`src/rtl/msp_pkg.sv`:
```
// constants and types shared by the mii/smii port and its transmit fifo.
// assumes a single core clock domain; all link pins are sampled, never used as clocks.
package msp_pkg;

	// port modes; gray along mii -> smii -> source-synchronous smii
	typedef enum logic [1:0] {
		MSP_MODE_MII    = 2'h0,
		MSP_MODE_SMII   = 2'h1,
		MSP_MODE_SMIISS = 2'h3
	} msp_mode_t;

	// figures of the link
	localparam int MSP_CORE_CLK_MHZ   = 100;
	localparam int MSP_REF_CLK_MHZ    = 125;
	localparam int MSP_MII_FAST_MHZ   = 25;
	localparam int MSP_SYNC_STAGES    = 2;

	// data path shape
	localparam int MSP_LANES          = 4;
	localparam int MSP_FIFO_DEPTH     = 16;
	localparam int MSP_FIFO_WIDTH     = MSP_LANES + 1;

	// reset values of the pins and captures
	localparam logic [3:0] MSP_NIBBLE_RST = 4'h0;
	localparam logic       MSP_TXEN_RST   = 1'b0;
	localparam logic [3:0] MSP_RXWORD_RST = 4'h0;

endpackage

```
`src/rtl/msp_fifo.sv`:
```
// synchronous fifo with a registered output stage.
// assumes DEPTH is a power of two; holds DEPTH words in memory plus one in the output stage.
`timescale 1ns/10ps
module msp_fifo #(
	parameter int WIDTH = msp_pkg::MSP_FIFO_WIDTH,
	parameter int DEPTH = msp_pkg::MSP_FIFO_DEPTH
) (
	input  wire logic             core_clk,
	input  wire logic             rst,
	input  wire logic             inValid,
	output logic                  inReady,
	input  wire logic [WIDTH-1:0] inData,
	output logic                  outValid,
	input  wire logic             outReady,
	output logic      [WIDTH-1:0] outData
);
	localparam int AW = $clog2(DEPTH);

	logic [WIDTH-1:0] mem [DEPTH];
	logic [AW-1:0]    wrPtr_r;
	logic [AW-1:0]    rdPtr_r;
	logic [AW:0]      count_r;
	logic [AW:0]      count_nxt;
	logic             inReady_r;
	logic             outValid_r;
	logic [WIDTH-1:0] outData_r;

	wire push = inValid && inReady_r;
	wire load = (count_r != '0) && (!outValid_r || outReady);

	assign count_nxt = count_r + (AW+1)'(push) - (AW+1)'(load);
	assign inReady   = inReady_r;
	assign outValid  = outValid_r;
	assign outData   = outData_r;

	always_ff @(posedge core_clk) begin
		if (push) begin
			mem[wrPtr_r] <= inData;
		end
	end

	always_ff @(posedge core_clk) begin
		if (rst) begin
			wrPtr_r    <= '0;
			rdPtr_r    <= '0;
			count_r    <= '0;
			inReady_r  <= 1'b0;
			outValid_r <= 1'b0;
			outData_r  <= '0;
		end else begin
			wrPtr_r   <= wrPtr_r + AW'(push);
			rdPtr_r   <= rdPtr_r + AW'(load);
			count_r   <= count_nxt;
			// registered ready: the source stalls as soon as memory is full
			inReady_r <= count_nxt < (AW+1)'(DEPTH);
			if (load) begin
				outValid_r <= 1'b1;
				outData_r  <= mem[rdPtr_r];
			end else if (outReady) begin
				outValid_r <= 1'b0;
			end
		end
	end
endmodule

```
`src/rtl/msp_port.sv`:
```
// one mac port pin stage: a 4-bit mii link or four smii serial lines.
// assumes link clocks are slow enough to be seen by core_clk after two flops;
// the user side is a nibble/word stream on core_clk.
//
// Contract
// - in mii mode the transmit nibble changes only on a rising edge of the phy transmit clock.
// - in smii modes transmit line n carries serial port n on the pin of nibble bit n.
// - serial data launches on the reference rising edge, or on the own clock output edge.
// - mii transmit enable rises with the first nibble and stays high to the frame's last nibble.
// - in source-synchronous smii the transmit enable pin carries the transmit clock out.
// - in source-synchronous smii receive data is sampled on the far end's receive clock.
// - the port performs no address hash filtering of its own.
`timescale 1ns/10ps
module msp_port #(
	parameter int LANES = msp_pkg::MSP_LANES,
	parameter int DEPTH = msp_pkg::MSP_FIFO_DEPTH
) (
	input  wire logic             core_clk,
	input  wire logic             rst,
	input  wire logic [1:0]       cfgMode,
	input  wire logic             inValid,
	output logic                  inReady,
	input  wire logic [LANES-1:0] inData,
	input  wire logic             inLast,
	input  wire logic             mii_tx_clock,
	output logic      [LANES-1:0] mii_tx_nibble,
	output logic                  mii_tx_valid,
	input  wire logic             mii_rx_clock,
	input  wire logic [LANES-1:0] rxLines,
	output logic      [LANES-1:0] rxWord,
	output logic                  rxWordValid
);
	localparam int SW = LANES + 2;

	msp_pkg::msp_mode_t mode;
	logic [SW-1:0]      sync1_r;
	logic [SW-1:0]      sync2_r;
	logic               txClkPrev_r;
	logic               rxClkPrev_r;
	logic               gap_r;
	logic [LANES-1:0]   nibble_r;
	logic               txEn_r;
	logic               txPin_r;
	logic [LANES-1:0]   rxWord_r;
	logic               rxWordValid_r;
	logic               fifoValid;
	logic [LANES:0]     fifoData;

	assign mode = (cfgMode == 2'h3) ? msp_pkg::MSP_MODE_SMIISS :
	              (cfgMode == 2'h1) ? msp_pkg::MSP_MODE_SMII : msp_pkg::MSP_MODE_MII;

	wire isMii    = (mode == msp_pkg::MSP_MODE_MII);
	wire isSrcSyn = (mode == msp_pkg::MSP_MODE_SMIISS);

	// only the second flop stage is read below
	wire txClkLvl = sync2_r[LANES+1];
	wire rxClkLvl = sync2_r[LANES];
	wire [LANES-1:0] rxLvl = sync2_r[LANES-1:0];

	wire txRise = txClkLvl && !txClkPrev_r;
	wire rxRise = rxClkLvl && !rxClkPrev_r;

	// in mii mode one idle nibble follows each last nibble so enable drops between frames
	wire txPop  = txRise && fifoValid && !(isMii && gap_r);
	wire wordLast = fifoData[LANES];
	// enable pin follows the enable register's next value so it leaves with its nibble
	wire txEnNext = txRise ? txPop : txEn_r;

	wire rxTake = isSrcSyn ? rxRise : (isMii ? rxRise : txRise);

	// no hash filter
	// received words pass unfiltered; address matching belongs upstream
	msp_fifo #(
		.WIDTH (LANES + 1),
		.DEPTH (DEPTH)
	) txFifo (
		.core_clk (core_clk),
		.rst      (rst),
		.inValid  (inValid),
		.inReady  (inReady),
		.inData   ({inLast, inData}),
		.outValid (fifoValid),
		.outReady (txPop),
		.outData  (fifoData)
	);

	always_ff @(posedge core_clk) begin
		if (rst) begin
			sync1_r     <= '0;
			sync2_r     <= '0;
			txClkPrev_r <= 1'b0;
			rxClkPrev_r <= 1'b0;
		end else begin
			sync1_r     <= {mii_tx_clock, mii_rx_clock, rxLines};
			sync2_r     <= sync1_r;
			txClkPrev_r <= txClkLvl;
			rxClkPrev_r <= rxClkLvl;
		end
	end

	always_ff @(posedge core_clk) begin
		if (rst) begin
			nibble_r <= msp_pkg::MSP_NIBBLE_RST;
			txEn_r   <= msp_pkg::MSP_TXEN_RST;
			gap_r    <= 1'b0;
		end else if (txRise) begin
			nibble_r <= txPop ? fifoData[LANES-1:0] : msp_pkg::MSP_NIBBLE_RST;
			txEn_r   <= txPop;
			gap_r    <= txPop && wordLast;
		end
	end

	// clock out on enable pin
	// the clock out follows the sampled reference, so data and its clock edge leave together
	always_ff @(posedge core_clk) begin
		if (rst) begin
			txPin_r <= msp_pkg::MSP_TXEN_RST;
		end else begin
			txPin_r <= isSrcSyn ? txClkLvl : (isMii ? txEnNext : 1'b0);
		end
	end

	always_ff @(posedge core_clk) begin
		if (rst) begin
			rxWord_r      <= msp_pkg::MSP_RXWORD_RST;
			rxWordValid_r <= 1'b0;
		end else begin
			rxWordValid_r <= rxTake;
			if (rxTake) begin
				rxWord_r <= rxLvl;
			end
		end
	end

	assign mii_tx_nibble = nibble_r;
	assign mii_tx_valid  = txPin_r;
	assign rxWord        = rxWord_r;
	assign rxWordValid   = rxWordValid_r;
endmodule

```
`config.mk`:
```
export PLATFORM = sky130hd
export DESIGN_NAME = msp_port
export DESIGN_NICKNAME = d
export VERILOG_FILES = /design/src/rtl/msp_pkg.sv /design/src/rtl/msp_fifo.sv /design/src/rtl/msp_port.sv
export SDC_FILE = /design/constraint.sdc
export NUM_CORES = 1
export LEC_CHECK = 0
export ABC_AREA = 1
export ABC_CLOCK_PERIOD_IN_PS = 3000
export BUFFER_PORTS_ARGS = -buffer_cell sky130_fd_sc_hd__buf_2
export CORE_MARGIN = 2
export CORE_UTILIZATION = 55
export CTS_CLUSTER_DIAMETER = 50
export CTS_CLUSTER_SIZE = 40
export DETAILED_ROUTE_END_ITERATION = 16
export PLACE_DENSITY = 0.85
export SLEW_MARGIN = 15
export SYNTH_ARGS = -nofsm -noshare
export SYNTH_HDL_FRONTEND = slang
export SYNTH_SLANG_ARGS = --single-unit
```
`constraint.sdc`:
```
create_clock -name core_clk -period 3 [get_ports core_clk]
set_input_delay 0.15 -clock core_clk [delete_from_list [all_inputs] [get_ports core_clk]]
set_output_delay 0.15 -clock core_clk [all_outputs]
set_load 0.01 [all_outputs]
```
# Word level (Yosys, flattened, before mapping)
# Memories as Yosys holds them, arrays and structs flattened. A register that Yosys moved wholly into a read port is not among the register bits.
# Cells that the tools add are included.
op_classes:
  addsub: 4
  order_cmp: 1
  n_eq_ne: 3
  muxes: 12
  reduce_logical: 16
op_table:
  columns: ["operator", "n"]
  rows:
  - ["1-bit two-way mux", 10]
  - ["4-bit by 1-bit adder with 4-bit output", 2]
  - ["1-bit logical AND", 8]
  - ["5-bit by 1-bit adder with 5-bit output", 1]
  - ["5-bit less-than comparator (second input constant)", 1]
  - ["5-bit nonzero test", 1]
  - ["5-bit by 1-bit subtractor with 5-bit output", 1]
  - ["2-bit == test (second input constant)", 2]
  - ["1-bit zero test", 4]
  - ["4-bit two-way mux", 1]
  - ["2-bit by 1-bit == test with 1-bit output (second input constant)", 1]
  - ["2-bit zero test", 1]
  - ["2-bit two-way mux", 1]
  - ["2-bit nonzero test", 1]
  - ["1-bit logical OR", 1]
totals:
  ff_bits: 41
  ramBits: 80
  in_bits: 16
  output_inout_bits: 11
  memories: 1
memory_table:
  columns: ["memory", "words", "word_bits", "rd", "rd_ports_with_merged_regs", "write_ports", "line", "source"]
  rows:
  - ["txFifo.mem", 16, 5, 1, 1, 1, "msp_fifo.sv:19", "logic [WIDTH-1:0] mem [DEPTH];"]

# Logic depth before layout (Yosys ltp)
# Gate-level depths: netlist of the first run.
logic_depth:
  ltp_word: 11
  mapped_depth: 16
  depth_no_buf: 15

# By module
# A second synthesis of the first run with hierarchy kept.
hier_totals:
  hier_cells: 563
  hier_area_um2: 5315.1
modules_own_cells:
  columns: ["mod", "n_inst", "cells_each", "area_per_inst_um2", "seq_area_each_um2"]
  rows:
  - ["msp_fifo", 1, 447, 4391.7, 2802.7]
  - ["msp_port", 1, 116, 923.4, 520.5]

# Worst setup path after synthesis of the first run
# Ideal clock, no wire load.
synth_path:
  kind: "reg-to-reg"
  startpoint: "register txFifo.count_r[2]"
  endpoint: "register txFifo.count_r[4]"
  setup_time_ns: 0.128
  arrival_ns: 2.283
  path_slack_ns: 0.589
  path_stages_with_launch: 17
  n_path_buf: 1
  synth_period_minus_slack_ns: 2.411
  cell_sequence: "dfxtp_1 inv_1 ha_1 nand3_1 a21boi_4 buf_6 ha_1 inv_1 ha_1 inv_1 fa_1 inv_1 nand2_1 a21oi_1 or2_2 xor2_1 nor2_1"
synth_between:
  elab_chain_len: 3
synth_lines:
  columns: ["element", "line", "source"]
  rows:
  - ["from (decl)", "msp_fifo.sv:22", "logic [AW:0] count_r;"]
  - ["from (signal assigned)", "msp_fifo.sv:53", "count_r <= count_nxt;"]
  - ["5-bit nonzero test", "msp_fifo.sv:29", "wire load = (count_r != '0) && (!outValid_r || outReady);"]
  - ["1-bit logical AND", "msp_fifo.sv:29", null]
  - ["net txFifo.load", "msp_fifo.sv:29", null]
  - ["5-bit by 1-bit subtractor with 5-bit output", "msp_fifo.sv:31", "assign count_nxt = count_r + (AW+1)'(push) - (AW+1)'(load);"]
# The timed path passes the listed nets, and every way through them passes these cells.
# A chain may end at the register's enable or synchronous reset.

# Worst setup path in the final report of the first run
layout_path:
  startpoint: "register txFifo.count_r[2]"
  endpoint: "register txFifo.count_r[4]"
layout_between:
  elab_chain_len: 3
layout_lines:
  columns: ["element", "line"]
  rows:
  - ["branches (longest 2 deep; another with 5-bit by 1-bit adder with 5-bit output)", null]
  - ["5-bit by 1-bit subtractor with 5-bit output (*)", "msp_fifo.sv:31"]
# Mark *: on every way between the ends.

==> run metrics, run 1 <==
status=complete, no violations; leading cell type in the layout, fill and taps excluded=nand2_1; Register-to-Register Path Depth=15; clk_lat worst skew=0.53 ns; detailed router's first-iteration violation count=around 390; Slew Limit Fails=0; # IOs=27; leakage power=~2.7 nW; R2R Path End=txFifo.count_r[4]; Synth warnings=0; Power per Cell Area=876 nW/µm²; layout cells sized above 1=~11%; synthesis-stage register bit count=126; Initial Util=around 57%; predominant post-synthesis flop cell=edfxtp_1; RSZ-0062 raised after global routing=false; CP Max Fanout=2; FFs w/ async S/R, synth=0%; vias in the first global route=slightly below 4k; Hold Path End=txFifo.mem[6][2]; synth-to-layout area growth=16.5%; synth unique cells=26; gpl congestion=approximately 0.86; Hold Violations, Final=0; placed cell count=slightly below 700; min Tclk post-route=around 2.7 ns; Tot GR Track Use=approximately a quarter; CP arrival=between 3 and 4 ns; hold path cells=1; Reg clk slew, reported paths=around 0.060 ns; buffers added on ports=26; startpoint types=register; die area=between 10000 and 15000 µm²; Syn Nets=580; post-synthesis sequential area ratio=between 60% and 70%; Die Ht=approximately 100 µm; HP Start=inData[2]; first-pass GRT wire length=~19000 µm; CTS tree=yes; relative slew slack=about 48%; clock skew=roughly 0.005 ns; total number of vias=3935; # rows=35; Post-CTS Setup Repair Bufs=0; f_max=roughly 370 MHz; peak supply drop=~0.59 mV; required time worst endpoint=between 3 and 4 ns; crit end category=register; area occupied by multi-input gates=around 1500 µm²; largest net degree at the start of global routing=47; Slew @ Worst Pin=around 0.79 ns; DRC violations left=0; DR pass1 iterations=5; HP Class=in2reg; root buf cell=clkbuf_8; layout filler cell count=635; Post-synth EDFFs=80; GR Overflow Total=0; setup TNS=0 ns; period utilization=approximately nine tenths; total core area=about 9300 µm²; post-DP HPWL=roughly 6600 µm; setup violators final=0; antenna cells=0; FF-to-FF Start=txFifo.count_r[2]; width of the die=102 µm; post-synthesis cell count=between 500 and 600; most frequent cells in the layout=nand2_1 (158), inv_1 (83), edfxtp_1 (80), nand3_1 (62), nor2_1 (57); final net count=~610; routed length per instance=around 16 µm; Worst R2R Setup Slack=0.26 ns; post-route insts no fill=around 730; vias per inst=between 5 and 6; Max Cap Viol=0; Post-Syn Area=about 5300 µm²; WS Path Type=reg2reg; antenna-violating nets left=0; CTS Buf Count=17; Post-Syn Area per Cell=9.52 µm²; H-tree depth=4; sequential cell area=approximately 3300 µm²; drt total wl=approximately 12000 µm; clk sinks=126; Max clock buf depth=2; initial antenna violation count=0
## how the worst max path moves through the flow
stage	endpoint	depth (start not counted)	slack, ns	startpoint
after floorplan	txFifo.count_r[4]	16	0.59	txFifo.count_r[2]
after global placement	txFifo.count_r[4]	15	0.62	txFifo.count_r[2]
after detailed placement	txFifo.count_r[4]	15	0.48	txFifo.count_r[3]
after CTS	txFifo.count_r[4]	15	0.31	txFifo.count_r[3]
after global routing	txFifo.count_r[4]	15	0.11	txFifo.count_r[3]
final	txFifo.count_r[4]	15	0.26	txFifo.count_r[2]
## power breakdown
group          internal, mW  switching (mW)
Combinational         0.433           0.900
Sequential             1.96          0.0638
Clock                  1.27           0.752
Total                  3.66            1.72
## cell usage after synthesis, types with 4 or more instances
library cell | number | share of area, %
nand2_1 | 158 | 11
nor2_1 | 57 | 4.1
edfxtp_1 | 80 | 46
clkbuf_1 | 7 | 0.50
dfxtp_1 | 46 | 17
a21oi_1 | 15 | 1.4
inv_1 | 83 | 5.9
buf_2 | 7 | 0.67
ha_1 | 10 | 2.4
buf_4 | 4 | 0.57
nand3_1 | 62 | 5.9
## routing by layer
layer	routed length [µm]	up-vias	global-route usage, %	part of all wire [%]
li1	-	1819	-	-
met1	4410	1838	28.7	38
met2	5910	233	41.2	51
met3	918	45	5.75	7.9
met4	329	0	12.1	2.8
met5	0	-	0	0
## cells by family (layout without fill, tap and decap cells)
kind of cell | after synthesis | in the layout | share of synthesized area, %
adders and majority gates | 11 | 11 | 2.76
xor gates and xnor gates | 5 | 5 | 0.832
and+or+nand+nor | 283 | 283 | 22.5
AOI/OAI and AO/OA | 20 | 20 | 2.28
DFF | 126 | 126 | 63.1
buffers and inverters | 108 | 155 | 8.58
## per-stage QoR
stage | hold WS [ns] | setup slack, ns | utilization [%] | power (mW) | instance area (µm²)
2_1_floorplan | 0.249 | 0.589 | - | 2.99 | 5270
3_3_place_gp | 0.349 | 0.625 | 58.7 | 3.18 | 5450
3_5_place_dp | 0.355 | 0.479 | 58.7 | 3.27 | 5450
4_1_cts | 0.0106 | 0.309 | 66.1 | 5.34 | 6130
5_1_grt | 0.0417 | 0.111 | 66.1 | 5.61 | 6130
6_report | 0.0337 | 0.262 | 66.1 | 5.38 | 6130
## worst max-delay path: stages (launching register included)
cell      delay, ns
dfxtp_1        0.34
inv_1          0.07
ha_1           0.20
nand3_1        0.10
a21boi_4       0.19
ha_1           0.27
inv_1          0.10
ha_1           0.19
inv_1          0.06
fa_1           0.37
inv_1          0.12
nand2_1        0.08
a21oi_1        0.14
or2_2          0.16
xor2_1         0.16
nor2_1         0.05
## final cells by class
| type | instances | area share, % |
|---|---|---|
| sequential | 126 | 54.2 |
| multi-input combinational | 319 | 24.3 |
| clock buffer | 21 | 8.20 |
| inverter | 86 | 5.26 |
| timing repair buffer | 37 | 3.79 |
| tap | 129 | 2.63 |
| clock inverter | 11 | 1.61 |
## flip-flops by register name, indices dropped and copies added (netlist names), 4 cells and up
name / cells
txFifo.mem: 80
sync1_r: 6
sync2_r: 6
txFifo.count_r: 5
txFifo.outData: 5
mii_tx_nibble: 4
rxWord: 4
txFifo.rdPtr_r: 4
txFifo.wrPtr_r: 4
## what timing repair did
| action | CTS | global route |
|---|---|---|
| hold buffers | 8 | 0 |
| gates resized for setup | 0 | 0 |
| endpoints found under the setup margin | 0 | 0 |
| endpoints found under the hold margin | 7 | 0 |
Power figures use the tool's default switching activity.
==> inputs of run 2 (changes only) <==
- SYNTH_HIERARCHICAL: not set -> 1
==> run 2 against run 1 <==
Against the previous run: register-to-register slack lost 0.05 ns; highest routed layer unchanged; sequential power increased by 2%; critical endpoint is now txFifo/count_r[4]; utilization shrank 0.26 points; largest power group unchanged; final cell count grew 1.9%; area after synthesis up 0.93%; routed wire length is 2.2% higher; hold slack got worse by 0.016 ns; non-clock buffer count stayed put.
==> run metrics, run 2 <==
RSZ-0062 raised after global routing=false; clk_lat worst skew=between 0.5 and 0.6 ns; Pwr Total=~5.2 mW; startpoint types=primary input; CP arrival=about 3.3 ns; Initial Util=between 50 and 60%; synth-to-layout area growth=15.5%; CTS Buf Count=17; relative slew slack=54.7%; peak supply drop=~0.55 mV; status=complete, no violations; Slew Limit Fails=0; die area=between 10000 and 15000 µm²; setup TNS=0 ns; Post-Syn Area per Cell=9.44 µm²; leakage power=2.73 nW; area occupied by multi-input gates=roughly 1500 µm²; Synth top area share=~45%; width of the die=between 100 and 150 µm; Post-Syn Area=about 5300 µm²; required time worst endpoint=about 3.5 ns; buffers added on ports=26; setup slack after layout=between 0.2 and 0.25 ns; predominant post-synthesis flop cell=edfxtp_1; total core area=9330 µm²; root buf cell=clkbuf_8; Comb pwr share=roughly a quarter; DR pass1 iterations=6; DRC violations left=0; routed length per instance=around 16 µm; leading cell type in the layout, fill and taps excluded=nand2_1; sequential cell area=3320 µm²; Die Ht=just over 100 µm; CP Max Fanout=6; Pint=between 3 and 4 mW; first-pass GRT wire length=around 19000 µm; Tot GR Track Use=24.3%; sequential share of power=39.8%; synth unique cells=28; post-synthesis cell count=about 560; setup violators final=0; clock skew=~0.0076 ns; antenna cells=0; layout filler cell count=617; FFs w/ async S/R, synth=0%; synthesis-stage register bit count=between 100 and 150; Slew @ Worst Pin=~0.68 ns; most instantiated library cell after synthesis=nand2_1; H-tree depth=4; post-layout util=approximately two thirds; Max Cap Viol=0; NetSw=1.70 mW; f_max=between 300 and 400 MHz; total number of vias=4005; layout cells sized above 1=between 10% and 20%; vias in the first global route=~4k; GR Overflow Total=0; clk sinks=approximately 130; final net count=approximately 630; Reg clk slew, reported paths=~0.06 ns; synth top area cells=edfxtp_1 (45%), dfxtp_1 (17%), nand2_1 (10%), inv_1 (6.3%), nand3_1 (6.1%); crit end category=register; post-DP HPWL=7120 µm; drt total wl=around 12000 µm; initial antenna violation count=0; Syn Nets=590; top cell type by total area after synthesis=edfxtp_1; DP Worst Slack=0.295 ns; Hold Violations, Final=0; post-synthesis sequential area ratio=62.5%; biggest regs=txFifo/mem: 80 flops, sync1_r: 6 flops, sync2_r: 6 flops; Sw Ratio=between 30% and 40%; antenna-violating nets left=0; most frequent cells in the layout=nand2_1 (148), inv_1 (89), edfxtp_1 (80), nand3_1 (65), nor2_1 (62); WS Path Type=in2reg; period utilization=93.2%; # rows=35; Synth warnings=6; # IOs=27; Clk pwr share=between 30% and 40%; detailed router's first-iteration violation count=roughly 430; HP Class=in2reg; Post-CTS Setup Repair Bufs=0; vias per inst=between 5 and 6; CTS tree=yes; min Tclk post-route=~2.8 ns; max reg flops=80; gpl congestion=between 0.8 and 0.9; Top reg by flops=txFifo/mem; Post-synth EDFFs=80; largest net degree at the start of global routing=just over 40; Max clock buf depth=2; top cells by count, synth=nand2_1 (148), inv_1 (89), edfxtp_1 (80), nand3_1 (65), nor2_1 (62); Power per Cell Area=844 nW/µm²
## run 2: cell types whose count changed after synthesis, sizes merged, moves of 2 or more
| cell | previous run | this run |
|---|---|---|
| o21ai | 1 | 7 |
| clkbuf | 7 | 3 |
| nor2 | 58 | 64 |
| nand4 | 1 | 5 |
| nand3 | 63 | 66 |
| inv | 86 | 93 |
| a21oi | 15 | 13 |
| nand2 | 158 | 152 |
| o21bai | 2 | 0 |
| nor3b | 2 | 0 |
## run 2: cells by family (layout without fill, tap and decap cells)
family | after synthesis | in the layout | share of synthesized area [%]
adder cells (fa/ha/maj) | 11 | 11 | 2.73
XOR/XNOR | 4 | 4 | 0.659
AND/OR/NAND/NOR | 289 | 289 | 23.0
buffers and inverters | 112 | 163 | 9.09
flip-flops | 126 | 126 | 62.5
AO/OA/AOI/OAI | 21 | 21 | 2.02
## run 2: path summary, 6_finish.rpt
path / startpoint / to / slack [ns] / cells past startpoint
worst max register to register: sync2_r[5] / txFifo/count_r[4] / 0.21 / 14
worst min register to register: sync1_r[1] / sync2_r[1] / 0.41 / 2
worst min-delay path: inLast / txFifo/mem[2][4] / 0.02 / 1
worst max-delay path: cfgMode[0] / txFifo/count_r[4] / 0.20 / 16
## run 2: critical path: stages
cell and delay [ns]:
dlygate4sd3_1 0.54, buf_2 0.14, inv_2 0.09, nand2_1 0.18, nand3_2 0.16, inv_1 0.06, o21ai_0 0.15, inv_1 0.08
ha_1 0.30, inv_1 0.06, ha_1 0.18, inv_1 0.07, fa_1 0.42, o31ai_2 0.28, xor2_1 0.19, and2_1 0.18
## run 2: layer usage
layer | share of wire (%) | vias up | routed length (µm) | GRT usage (%)
met5 | 0 | - | 0 | 0
li1 | - | 1865 | - | -
met2 | 51 | 226 | 6070 | 41.7
met3 | 8.0 | 55 | 946 | 6.63
met1 | 37 | 1859 | 4370 | 27.5
met4 | 3.8 | 0 | 449 | 13.6
## run 2: power by group through the flow
stage               Combinational, mW  Sequential [mW]  Clock (mW)
floorplan                       0.954             2.05           0
global placement                 1.09             2.08           0
detailed placement               1.15             2.09           0
CTS                              1.19             2.06        1.88
global route                     1.38             2.08        1.95
finish                           1.25             2.06        1.87
## run 2: repair_timing
action,CTS,global route
endpoints found under the setup margin,0,1
gates resized for setup,0,1
hold buffers,7,0
endpoints found under the hold margin,7,0
## run 2: per-stage QoR
stage	std cells	hold slack (ns)	area, µm²
3_3_place_gp	704	0.350	5510
3_5_place_dp	704	0.360	5510
4_1_cts	743	0.00225	6130
6_report	743	0.0173	6140
2_1_floorplan	563	0.219	5320
5_1_grt	743	0.0149	6140
## run 2: cell type report
class	count	area share, %
sequential	126	54.1
multi-input combinational	325	24.7
clock buffer	22	7.75
inverter	94	5.79
timing repair buffer	37	3.75
tap	129	2.63
clock inverter	10	1.28
